## config.mk

```make
export PLATFORM = sky130hd
export DESIGN_NAME = flut9_bank
export DESIGN_NICKNAME = d
export VERILOG_FILES = /design/src/rtl/flut9_pkg.sv /design/src/rtl/flut9_bank.sv
export SDC_FILE = /design/constraint.sdc
export NUM_CORES = 1
export LEC_CHECK = 0
export ABC_AREA = 1
export BUFFER_PORTS_ARGS = -buffer_cell sky130_fd_sc_hd__buf_2
export CORE_UTILIZATION = 40
export DETAILED_ROUTE_END_ITERATION = 16
export GPL_ROUTABILITY_DRIVEN = 0
export PLACE_DENSITY = 0.61
export SLEW_MARGIN = 20
export SYNTH_ARGS = -nofsm -noshare
export SYNTH_HDL_FRONTEND = slang
export SYNTH_SLANG_ARGS = --single-unit
```

## constraint.sdc

```tcl
create_clock -name sys_clk -period 2.95 [get_ports sys_clk]
set_input_delay 0.1475 -clock sys_clk [delete_from_list [all_inputs] [get_ports sys_clk]]
set_output_delay 0.1475 -clock sys_clk [all_outputs]
set_load 0.01 [all_outputs]
```

## src/rtl/flut9_pkg.sv

```systemverilog
/*
 * flut9_pkg: constants for the fan lookup-table step nine register bank.
 * Assumes a 32-bit Avalon-MM slave with word addressing by byte address / 4.
 */
package flut9_pkg;
    // printed register indices; byte address is four times the index
    localparam logic [7:0] IDX_STEP9_TEMP = 8'h60;
    localparam logic [7:0] IDX_STEP9_DUTY = 8'h61;
    localparam logic [7:0] IDX_STEP8_DUTY = 8'h5F;
    localparam logic [7:0] IDX_LUT_CTRL = 8'h4A;
    localparam logic [7:0] IDX_LUT_OFFSET = 8'h4E;
    // own register: mode bits and remote temperature input
    localparam logic [7:0] IDX_MODE = 8'hF0;
    localparam logic [7:0] IDX_STATUS = 8'hF1;
    // field positions
    localparam int LUT_CTRL_UNLOCK_BIT = 5;
    localparam int MODE_TEMP_HIRES_BIT = 0;
    localparam int MODE_DUTY_HIRES_BIT = 1;
    localparam int MODE_PWM_22K5_BIT = 2;
    localparam int TEMP_HALF_BIT = 7;
    localparam int DUTY_EXT_LSB = 6;
    // reset values
    localparam logic [6:0] STEP9_TEMP_MAIN_RST = 7'h7F;
    localparam logic STEP9_TEMP_HALF_RST = 1'h0;
    localparam logic [5:0] STEP9_DUTY_MAIN_RST = 6'h3F;
    localparam logic [1:0] STEP9_DUTY_EXT_RST = 2'h0;
    localparam logic [5:0] STEP8_DUTY_MAIN_RST = 6'h3F;
    localparam logic [7:0] LUT_CTRL_RST = 8'h00;
    localparam logic [7:0] LUT_OFFSET_RST = 8'h00;
    localparam logic [2:0] MODE_RST = 3'h0;
endpackage : flut9_pkg

```

## src/rtl/flut9_bank.sv

```systemverilog
/*
 * flut9_bank: step nine of the fan-speed lookup table with its register bank.
 * Assumes remote temperature arrives as an 11-bit unsigned value in eighths of a degree,
 * synchronous to sys_clk; the PWM generator downstream consumes fan_duty.
 */
// Chosen here: register access over Avalon-MM.
// Contract
// - low-res temperature mode keeps threshold bit 7 at zero, unused.
// - high-res temperature mode forms an eight-bit threshold, 0 to 127.5 degrees.
// - low-res temperature mode compares eight reading bits, range 0 to 255.
// - temperature above step nine threshold selects step nine duty.
// - thresholds are positive only; sign bit taken as zero.
// - lookup offset register extends thresholds above 127 degrees.
// - table always readable; writes accepted only while unlock bit set.
// - reset loads threshold main bits 0x7F, half bit clear.
// - reset loads duty main bits 0x3F, extended bits zero.
// - low-res duty mode keeps extended duty bits at zero, unused.
// - high-res duty mode joins extended and main bits into duty.
// - extended duty bits take effect only with 22.5kHz selected.
// - low-res mode uses step nine main duty bits for threshold 0x60.
// - low-res mode uses step eight main duty bits for its threshold.
`timescale 1ns/100ps
module flut9_bank
(
    // clock and reset
    input wire logic sys_clk,
    input wire logic sys_rst,
    // avalon-mm slave
    input wire logic [9:0] avs_address,
    input wire logic avs_read,
    input wire logic avs_write,
    input wire logic [31:0] avs_writedata,
    input wire logic [3:0] avs_byteenable,
    output logic [31:0] avs_readdata,
    output logic avs_waitrequest,
    output logic [1:0] avs_response,
    // measured remote temperature, eighths of a degree, unsigned
    input wire logic [10:0] remote_temp,
    // step eight threshold exceeded, from the neighbouring step
    input wire logic step8_exceeded,
    // fan duty request to the pwm generator
    output logic [7:0] fan_duty,
    output logic fan_duty_valid,
    output logic step9_exceeded
);
    import flut9_pkg::*;

    logic [6:0] step9_temp_main_bits;
    logic step9_temp_half_bit;
    logic [5:0] step9_duty_main_bits;
    logic [1:0] step9_duty_extended_bits;
    logic [5:0] step8_duty_main_bits;
    logic [7:0] lut_ctrl;
    logic [7:0] lut_offset;
    logic [2:0] mode;
    logic ack;
    logic [7:0] idx;
    logic req;
    logic unlocked;
    logic temp_hires;
    logic duty_hires;
    logic pwm_22k5;
    logic wr_lane0;
    logic [9:0] threshold_half;
    logic [9:0] temp_half;
    logic [7:0] next_duty;

    // decode whether an index is a mapped register
    function automatic logic is_mapped(input logic [7:0] i);
        is_mapped = (i == IDX_STEP9_TEMP) || (i == IDX_STEP9_DUTY) || (i == IDX_STEP8_DUTY)
            || (i == IDX_LUT_CTRL) || (i == IDX_LUT_OFFSET) || (i == IDX_MODE)
            || (i == IDX_STATUS);
    endfunction : is_mapped

    assign idx = avs_address[9:2];
    assign req = avs_read | avs_write;
    assign unlocked = lut_ctrl[LUT_CTRL_UNLOCK_BIT];
    assign temp_hires = mode[MODE_TEMP_HIRES_BIT];
    assign duty_hires = mode[MODE_DUTY_HIRES_BIT];
    assign pwm_22k5 = mode[MODE_PWM_22K5_BIT];
    // a write commits in the cycle where waitrequest is low, the edge the master trusts
    assign wr_lane0 = avs_write & avs_byteenable[0] & ack;

    // one wait cycle per access: waitrequest drops on the second cycle of a request
    always_ff @(posedge sys_clk or posedge sys_rst)
    begin
        if (sys_rst)
            ack <= 1'b0;
        else
            ack <= req & ~ack;
    end
    assign avs_waitrequest = req & ~ack;

    // unmapped addresses answer with slave error, reads return zero
    always_ff @(posedge sys_clk or posedge sys_rst)
    begin
        if (sys_rst)
        begin
            avs_readdata <= 32'h0000_0000;
            avs_response <= 2'h0;
        end
        else if (req & ~ack)
        begin
            avs_response <= is_mapped(idx) ? 2'h0 : 2'h2;
            avs_readdata <= 32'h0000_0000;
            if (avs_read)
            begin
                case (idx)
                    IDX_STEP9_TEMP: avs_readdata[7:0] <= {step9_temp_half_bit,
                        step9_temp_main_bits};
                    IDX_STEP9_DUTY: avs_readdata[7:0] <= {step9_duty_extended_bits,
                        step9_duty_main_bits};
                    IDX_STEP8_DUTY: avs_readdata[7:0] <= {2'h0, step8_duty_main_bits};
                    IDX_LUT_CTRL: avs_readdata[7:0] <= lut_ctrl;
                    IDX_LUT_OFFSET: avs_readdata[7:0] <= lut_offset;
                    IDX_MODE: avs_readdata[7:0] <= {5'h00, mode};
                    IDX_STATUS: avs_readdata[10:0] <= remote_temp;
                    default: avs_readdata <= 32'h0000_0000;
                endcase
            end
        end
    end

    // control registers: lock, offset and modes are never write protected
    always_ff @(posedge sys_clk or posedge sys_rst)
    begin
        if (sys_rst)
        begin
            lut_ctrl <= LUT_CTRL_RST;
            lut_offset <= LUT_OFFSET_RST;
            mode <= MODE_RST;
        end
        else if (wr_lane0)
        begin
            if (idx == IDX_LUT_CTRL)
                lut_ctrl <= avs_writedata[7:0];
            if (idx == IDX_LUT_OFFSET)
                lut_offset <= avs_writedata[7:0];
            if (idx == IDX_MODE)
                mode <= avs_writedata[2:0];
        end
    end

    // step nine threshold; half bit forced clear in low resolution
    always_ff @(posedge sys_clk or posedge sys_rst)
    begin
        if (sys_rst)
        begin
            step9_temp_main_bits <= STEP9_TEMP_MAIN_RST;
            step9_temp_half_bit <= STEP9_TEMP_HALF_RST;
        end
        else
        begin
            if (wr_lane0 && unlocked && idx == IDX_STEP9_TEMP)
            begin
                step9_temp_main_bits <= avs_writedata[6:0];
                step9_temp_half_bit <= avs_writedata[TEMP_HALF_BIT] & temp_hires;
            end
            else if (!temp_hires)
                step9_temp_half_bit <= 1'b0;
        end
    end

    // duty registers; extended bits held clear unless high-res duty mode
    always_ff @(posedge sys_clk or posedge sys_rst)
    begin
        if (sys_rst)
        begin
            step9_duty_main_bits <= STEP9_DUTY_MAIN_RST;
            step9_duty_extended_bits <= STEP9_DUTY_EXT_RST;
            step8_duty_main_bits <= STEP8_DUTY_MAIN_RST;
        end
        else
        begin
            if (wr_lane0 && unlocked && idx == IDX_STEP9_DUTY)
            begin
                step9_duty_main_bits <= avs_writedata[5:0];
                step9_duty_extended_bits <= duty_hires ? avs_writedata[7:DUTY_EXT_LSB]
                    : 2'h0;
            end
            else if (!duty_hires)
                step9_duty_extended_bits <= 2'h0;
            if (wr_lane0 && unlocked && idx == IDX_STEP8_DUTY)
                step8_duty_main_bits <= avs_writedata[5:0];
        end
    end

    // compare in half degrees; low-res drops the half bit of both sides
    // threshold and offset are unsigned, so the sign is implicitly zero
    always_comb
    begin
        threshold_half = {2'h0, step9_temp_main_bits, step9_temp_half_bit}
            + {1'h0, lut_offset, 1'h0};
        temp_half = remote_temp[10:2] + 10'h000;
        if (!temp_hires)
            temp_half[0] = 1'b0;
    end

    // duty selection for this step, else the step before it
    always_comb
    begin
        next_duty = 8'h00;
        if (temp_half > threshold_half)
        begin
            if (duty_hires && pwm_22k5)
                next_duty = {step9_duty_extended_bits, step9_duty_main_bits};
            else
                next_duty = {2'h0, step9_duty_main_bits};
        end
        else if (step8_exceeded)
            next_duty = {2'h0, step8_duty_main_bits};
    end

    // registered outputs to the pwm generator
    always_ff @(posedge sys_clk or posedge sys_rst)
    begin
        if (sys_rst)
        begin
            fan_duty <= 8'h00;
            fan_duty_valid <= 1'b0;
            step9_exceeded <= 1'b0;
        end
        else
        begin
            fan_duty <= next_duty;
            fan_duty_valid <= (temp_half > threshold_half) | step8_exceeded;
            step9_exceeded <= temp_half > threshold_half;
        end
    end

    // assertions: loose bits under the resolution modes
    // half bit is cleared one cycle after low resolution is seen
    half_bit_low_a: assert property (@(posedge sys_clk) disable iff (sys_rst)
        !temp_hires |=> (!temp_hires -> !step9_temp_half_bit))
        else $error("half bit set in low resolution");

    // extended duty bits follow the same one-cycle clearing
    ext_bits_low_a: assert property (@(posedge sys_clk) disable iff (sys_rst)
        !duty_hires |=> (!duty_hires -> step9_duty_extended_bits == 2'h0))
        else $error("extended duty bits set in low resolution");

    // high resolution keeps the written half bit
    half_bit_high_a: assert property (@(posedge sys_clk) disable iff (sys_rst)
        (wr_lane0 && unlocked && temp_hires && idx == IDX_STEP9_TEMP)
        |=> step9_temp_half_bit == $past(avs_writedata[TEMP_HALF_BIT]))
        else $error("half bit not stored in high resolution");

    // assertions: write lock and bus timing
    // no register changes while the master still sees a wait state
    write_commit_a: assert property (@(posedge sys_clk) disable iff (sys_rst)
        wr_lane0 |-> !avs_waitrequest)
        else $error("write committed during wait state");

    // locked duty register ignores writes
    locked_write_a: assert property (@(posedge sys_clk) disable iff (sys_rst)
        (wr_lane0 && !unlocked && idx == IDX_STEP9_DUTY)
        |=> $stable(step9_duty_main_bits))
        else $error("duty changed while locked");

    // locked threshold register ignores writes
    locked_temp_a: assert property (@(posedge sys_clk) disable iff (sys_rst)
        (wr_lane0 && !unlocked && idx == IDX_STEP9_TEMP)
        |=> $stable(step9_temp_main_bits))
        else $error("threshold changed while locked");

    // locked step eight duty ignores writes
    locked_step8_a: assert property (@(posedge sys_clk) disable iff (sys_rst)
        (wr_lane0 && !unlocked && idx == IDX_STEP8_DUTY)
        |=> $stable(step8_duty_main_bits))
        else $error("step eight duty changed while locked");

    // unlocked duty write lands with the written value
    open_write_a: assert property (@(posedge sys_clk) disable iff (sys_rst)
        (wr_lane0 && unlocked && idx == IDX_STEP9_DUTY)
        |=> step9_duty_main_bits == $past(avs_writedata[5:0]))
        else $error("unlocked duty write lost");

    // threshold reads back whatever the lock state
    read_temp_a: assert property (@(posedge sys_clk) disable iff (sys_rst)
        (avs_read && !ack && idx == IDX_STEP9_TEMP)
        |=> avs_readdata[7:0] == $past({step9_temp_half_bit, step9_temp_main_bits}))
        else $error("threshold readback wrong");

    // read data must not move once the answer is out
    read_hold_a: assert property (@(posedge sys_clk) disable iff (sys_rst)
        ack |=> $stable(avs_readdata))
        else $error("read data moved after answer");

    // unmapped index answers with slave error
    unmapped_resp_a: assert property (@(posedge sys_clk) disable iff (sys_rst)
        (req && !ack && !is_mapped(idx)) |=> avs_response == 2'h2)
        else $error("unmapped access not refused");

    // exactly one wait cycle per request
    wait_one_a: assert property (@(posedge sys_clk) disable iff (sys_rst)
        $rose(req) |-> avs_waitrequest ##1 !avs_waitrequest)
        else $error("bus answer not after one wait cycle");

    // assertions: comparison and duty selection
    // nine-bit compare in high resolution raises the flag
    exceed_flag_a: assert property (@(posedge sys_clk) disable iff (sys_rst)
        (remote_temp[10:2] > ({2'h0, step9_temp_main_bits, step9_temp_half_bit}
        + {1'h0, lut_offset, 1'h0})) && temp_hires |=> step9_exceeded)
        else $error("threshold exceed not flagged");

    // low resolution compares whole degrees only
    lowres_compare_a: assert property (@(posedge sys_clk) disable iff (sys_rst)
        (!temp_hires && ({1'h0, remote_temp[10:3]}
        <= {2'h0, step9_temp_main_bits} + {1'h0, lut_offset})) |=> !step9_exceeded)
        else $error("low resolution compare used fraction");

    // half a degree above the threshold is enough in high resolution
    half_weight_a: assert property (@(posedge sys_clk) disable iff (sys_rst)
        (temp_hires && {1'h0, remote_temp[10:2]} == threshold_half + 10'h001)
        |=> step9_exceeded)
        else $error("half degree step not honoured");

    // a nonzero offset lifts the effective threshold
    offset_raise_a: assert property (@(posedge sys_clk) disable iff (sys_rst)
        (temp_hires && lut_offset != 8'h00 && {1'h0, remote_temp[10:2]}
        == {2'h0, step9_temp_main_bits, step9_temp_half_bit} + 10'h001) |=> !step9_exceeded)
        else $error("offset not applied to threshold");

    // not above the threshold means no flag
    no_exceed_a: assert property (@(posedge sys_clk) disable iff (sys_rst)
        !(temp_half > threshold_half) |=> !step9_exceeded)
        else $error("exceed flagged below threshold");

    // neither step active drives zero duty, not valid
    idle_duty_a: assert property (@(posedge sys_clk) disable iff (sys_rst)
        (!(temp_half > threshold_half) && !step8_exceeded)
        |=> (fan_duty == 8'h00 && !fan_duty_valid))
        else $error("idle duty not zero");

    // low resolution or slow pwm uses the main duty bits
    step9_duty_a: assert property (@(posedge sys_clk) disable iff (sys_rst)
        (temp_half > threshold_half && !(duty_hires && pwm_22k5))
        |=> fan_duty == {2'h0, $past(step9_duty_main_bits)})
        else $error("step nine duty not applied");

    // extended bits reach the output in high resolution at 22.5kHz
    hires_duty_a: assert property (@(posedge sys_clk) disable iff (sys_rst)
        (temp_half > threshold_half && duty_hires && pwm_22k5)
        |=> fan_duty[7:6] == $past(step9_duty_extended_bits))
        else $error("extended duty not applied");

    // main bits stay below the extended ones in high resolution
    hires_main_a: assert property (@(posedge sys_clk) disable iff (sys_rst)
        (temp_half > threshold_half && duty_hires && pwm_22k5)
        |=> fan_duty[5:0] == $past(step9_duty_main_bits))
        else $error("main duty bits lost in high resolution");

    // without 22.5kHz the top duty bits never show
    ext_gate_a: assert property (@(posedge sys_clk) disable iff (sys_rst)
        !(duty_hires && pwm_22k5) |=> fan_duty[7:6] == 2'h0)
        else $error("extended duty used without 22.5kHz");

    // below this step the step eight duty is passed on
    step8_duty_a: assert property (@(posedge sys_clk) disable iff (sys_rst)
        (!(temp_half > threshold_half) && step8_exceeded)
        |=> fan_duty == {2'h0, $past(step8_duty_main_bits)})
        else $error("step eight duty not applied");
endmodule : flut9_bank

```

==> results.toml <==
[setup_path]
arrival_ps = 3020
slowest_delay_ps = 550
critPathLaunch = "step9_temp_main_bits[0]"
r2r_setup_slack_ps = 170
crit_path_end = "fan_duty[0]"
crit_family = "simple AND/OR/NAND/NOR gates"
slowest_stage = "dfstp_2"
r2r_cells = 15
path_depth = 15
required_ps = 3190
crit-reg2reg-launch = "step9_temp_main_bits[0]"
end_kind = "flip-flop"
path_cells = "ha_1, inv_1, fa_2, nand3b_1, nand2_2, xnor2_1, ha_1, nand2_1, nor2_2, nand4_1, nor2_1, a21oi_4, buf_4, nand3_1, nand2_1"
path_max_fanout = 6
rr_endpoint = "fan_duty[0]"
setup.worst_path.class = "reg2reg"
start_kind = "flip-flop"
path_buf_inv = 2

[power]
power.share.combinational = 0.083
peakVddDrop_mv = 0.176
switching_share = 0.240
p_leak_nw = 2.33
total_power_mw = 1.91
p_per_area_nw_per_um2 = 437
p_clk_frac = 0.450
power.switching_uw = 459
intPower_mw = 1.46
seqPwrFrac = 0.467

[global_routing]
gr-total-overflow = 0
grt_pass1_wl_mm = 15.3
antenna_found_initial = 0
first_global_vias = 3070
gr-usage-all-layers = 0.202
grt_max_degree = 49

[die]
fp-row-count = 35
die_area_sq_um = 9920
die_h_microns = 99.6
fp.dieW_microns = 99.6
pin_count = 107
initial_core_util = 0.412
coreArea_sq_um = 9240

[cts]
clk_pin_slew_ps = 70
htreeDepth = 3
cts.path.max_buffers = 2
cts_inserted_buffers = 9
post_cts_buffers = 0
clock_latency_ps = 350
cts_root_buf = "clkbuf_8"
cts_tree = "done"
cts_sinks = 64

[logic_synthesis]
synth.distinct_cells = 35
synth_top_family_by_area = "simple AND/OR/NAND/NOR gates"
syn_inst = 473
ys_top_cells_by_area = "dfrtp_1 (30%), nand2_1 (15%), dfstp_2 (13%)"
syn_area_sq_um = 3810
ys_ff_latch = 64
synth_top_area_share = 0.295
yosysTopAreaCell = "dfrtp_1"
ys_seq_area_frac = 0.426
synth_xor_area_frac = 0.0138
yosys_warnings = 0
synth.mux.area_fraction = 0
synthAdderAreaFrac = 0.0578
synth-simple-area-share = 0.296
avgSynthCellArea_sq_um = 8.06
synth_compound_gate_area_share = 0.0942

[timing]
setup_viol = 0
drv_slew = 0
period_minus_slack_ps = 2780
clock_skew_ps = 10.0
relSlewSlack = 0.401
tns_ps = 0
finalCritPeriodShare = 0.941
rsz0062_at_grt = "no"
fmax_mhz = 360
worst_pin_slew_ps = 895
hold_ws_ps = 60.7
hold_violations = 0

[cells_and_area]
layout-drive-gt1-share = 0.248
antenna_cells = 0
fill_cells = 920
fin_area_sq_um = 4380
multi_input_area_sq_um = 1880
area_delta_synth_final_pct = 15.0
regArea_sq_um = 1630
nets = 614

[drt]
wire_per_inst_microns = 13.8
drt-total-wl_mm = 9.26
via_count = 3177
drtAntennaViolNets = 0
drt-pass1-iter-count = 4
drt-initial-drc-count = 128
drcViolationCount = 0
viasPerCell = 4.75

[placement]
io_buffers = 55
place_hpwl_mm = 6.94
placed_area_sq_um = 4110

[run]
drv_cap = 0

[worst_hold_path]
hp-class = "in2reg"

[run_status]
outcome = "completed"
per-layer routing:
layer	track usage	part of all wire	up-vias	wire length, microns
met1	0.266	0.47	1474	4360
met2	0.326	0.47	85	4340
met5	0	0	-	0
met4	0.0984	0.028	0	258
li1	-	-	1599	-
met3	0.0288	0.033	19	307
power by group through the flow:
stage	Clock [mW]	Sequential, mW	Combinational, mW
after floorplan	0	0.911	0.111
after global placement	0	0.910	0.152
after detailed placement	0	0.910	0.155
after CTS	0.869	0.895	0.155
after global routing	0.905	0.895	0.180
final	0.862	0.895	0.158
worst reg2reg max path, cell delays in order, from the launching register on:
cell and delay, ps:
dfstp_2 550, ha_1 190, inv_1 60, fa_2 340
nand3b_1 170, nand2_2 110, xnor2_1 70, ha_1 290
nand2_1 90, nor2_2 140, nand4_1 90, nor2_1 180
a21oi_4 90, buf_4 180, nand3_1 80, nand2_1 60
synth_stat cells:
cell type / count
a21o_1: 1
a21oi_1: 10
a21oi_2: 1
a32o_1: 3
buf_2: 1
buf_4: 23
buf_6: 5
clkbuf_1: 1
clkinv_2: 1
conb_1: 1
dfrtp_1: 45
dfstp_2: 19
fa_1: 1
ha_1: 16
inv_1: 47
inv_2: 1
nand2_1: 156
nand2_2: 5
nand2_4: 2
nand3_1: 42
nand3_4: 2
nand3b_1: 1
nand3b_2: 1
nand4_1: 5
nor2_1: 25
nor2_2: 3
nor2_4: 1
nor3_2: 3
nor3_4: 2
o21ai_0: 26
o21ai_1: 2
o21ai_2: 14
or2_2: 1
xnor2_1: 3
xor2_1: 3
kinds of logic (layout without fill, tap and decap cells):
family / count (synthesis) / after routing
AOI/OAI and AO/OA: 57 / 57
xor gates and xnor gates: 6 / 6
adders and majority gates: 17 / 17
buffers and inverters: 79 / 124
DFF: 64 / 64
other: 1 / 22
and+or+nand+nor: 249 / 250
placed cells by master, fill, tap and decap left out, types with 2 or more instances in the layout:
cell type,count
nand2_1,154
buf_2,55
inv_1,46
dfrtp_1,45
nand3_1,42
o21ai_0,26
nor2_1,24
conb_1,22
dfstp_2,19
ha_1,16
o21ai_2,14
clkbuf_8,11
a21oi_1,10
nand2_2,6
nand4_1,5
nor2_2,4
nand2_4,4
nor3_2,3
clkinv_2,3
xnor2_1,3
xor2_1,3
a32o_1,3
nor3_4,2
nand3_4,2
o21ai_1,2
bufinv_16,2
clkbuf_1,2
buf_4,2
worst min path at each step:
stage,cells after the start,start,slack [ps],end
final,3,avs_writedata[7],60,step9_temp_half_bit
after global routing,2,remote_temp[10],70,avs_readdata[10]
after CTS,3,avs_writedata[7],60,step9_temp_half_bit
after detailed placement,3,avs_writedata[7],430,step9_temp_half_bit
after global placement,2,sys_rst,430,step9_exceeded
after floorplan,2,step8_exceeded,250,fan_duty_valid
flip-flops by register name, summed over array words and instances, names as in the netlist:
signal / cells
step9_duty_extended_bits: 2
avs_response: 1
step8_duty_main_bits: 6
fan_duty: 8
mode: 3
step9_exceeded: 1
step9_temp_main_bits: 7
lut_offset: 8
step9_temp_half_bit: 1
fan_duty_valid: 1
ack: 1
lut_ctrl: 8
step9_duty_main_bits: 6
avs_readdata: 11
metrics by stage:
step / utilization / worst slack (ps) / cells
6_report: 0.474 / 173 / 669
2_1_floorplan: - / 304 / 494
4_1_cts: 0.469 / 16.2 / 667
3_5_place_dp: 0.445 / 43.5 / 651
3_3_place_gp: 0.445 / 69.6 / 651
5_1_grt: 0.474 / 2.68 / 669
final cells by class:
type / count / share of cell area
clock buffer: 13 / 0.0362
clock inverter: 3 / 0.0148
inverter: 49 / 0.0425
multi-input combinational: 352 / 0.428
sequential: 64 / 0.371
tap: 129 / 0.0368
timing repair buffer: 59 / 0.0711
what timing repair did:
action                                  4_1_cts  5_1_grt
hold endpoints to repair                      0        4
hold buffers                                  0        1
endpoints found under the setup margin        0       10
resized for setup                             0        8
No activity file was read; power rests on OpenSTA's default activity.
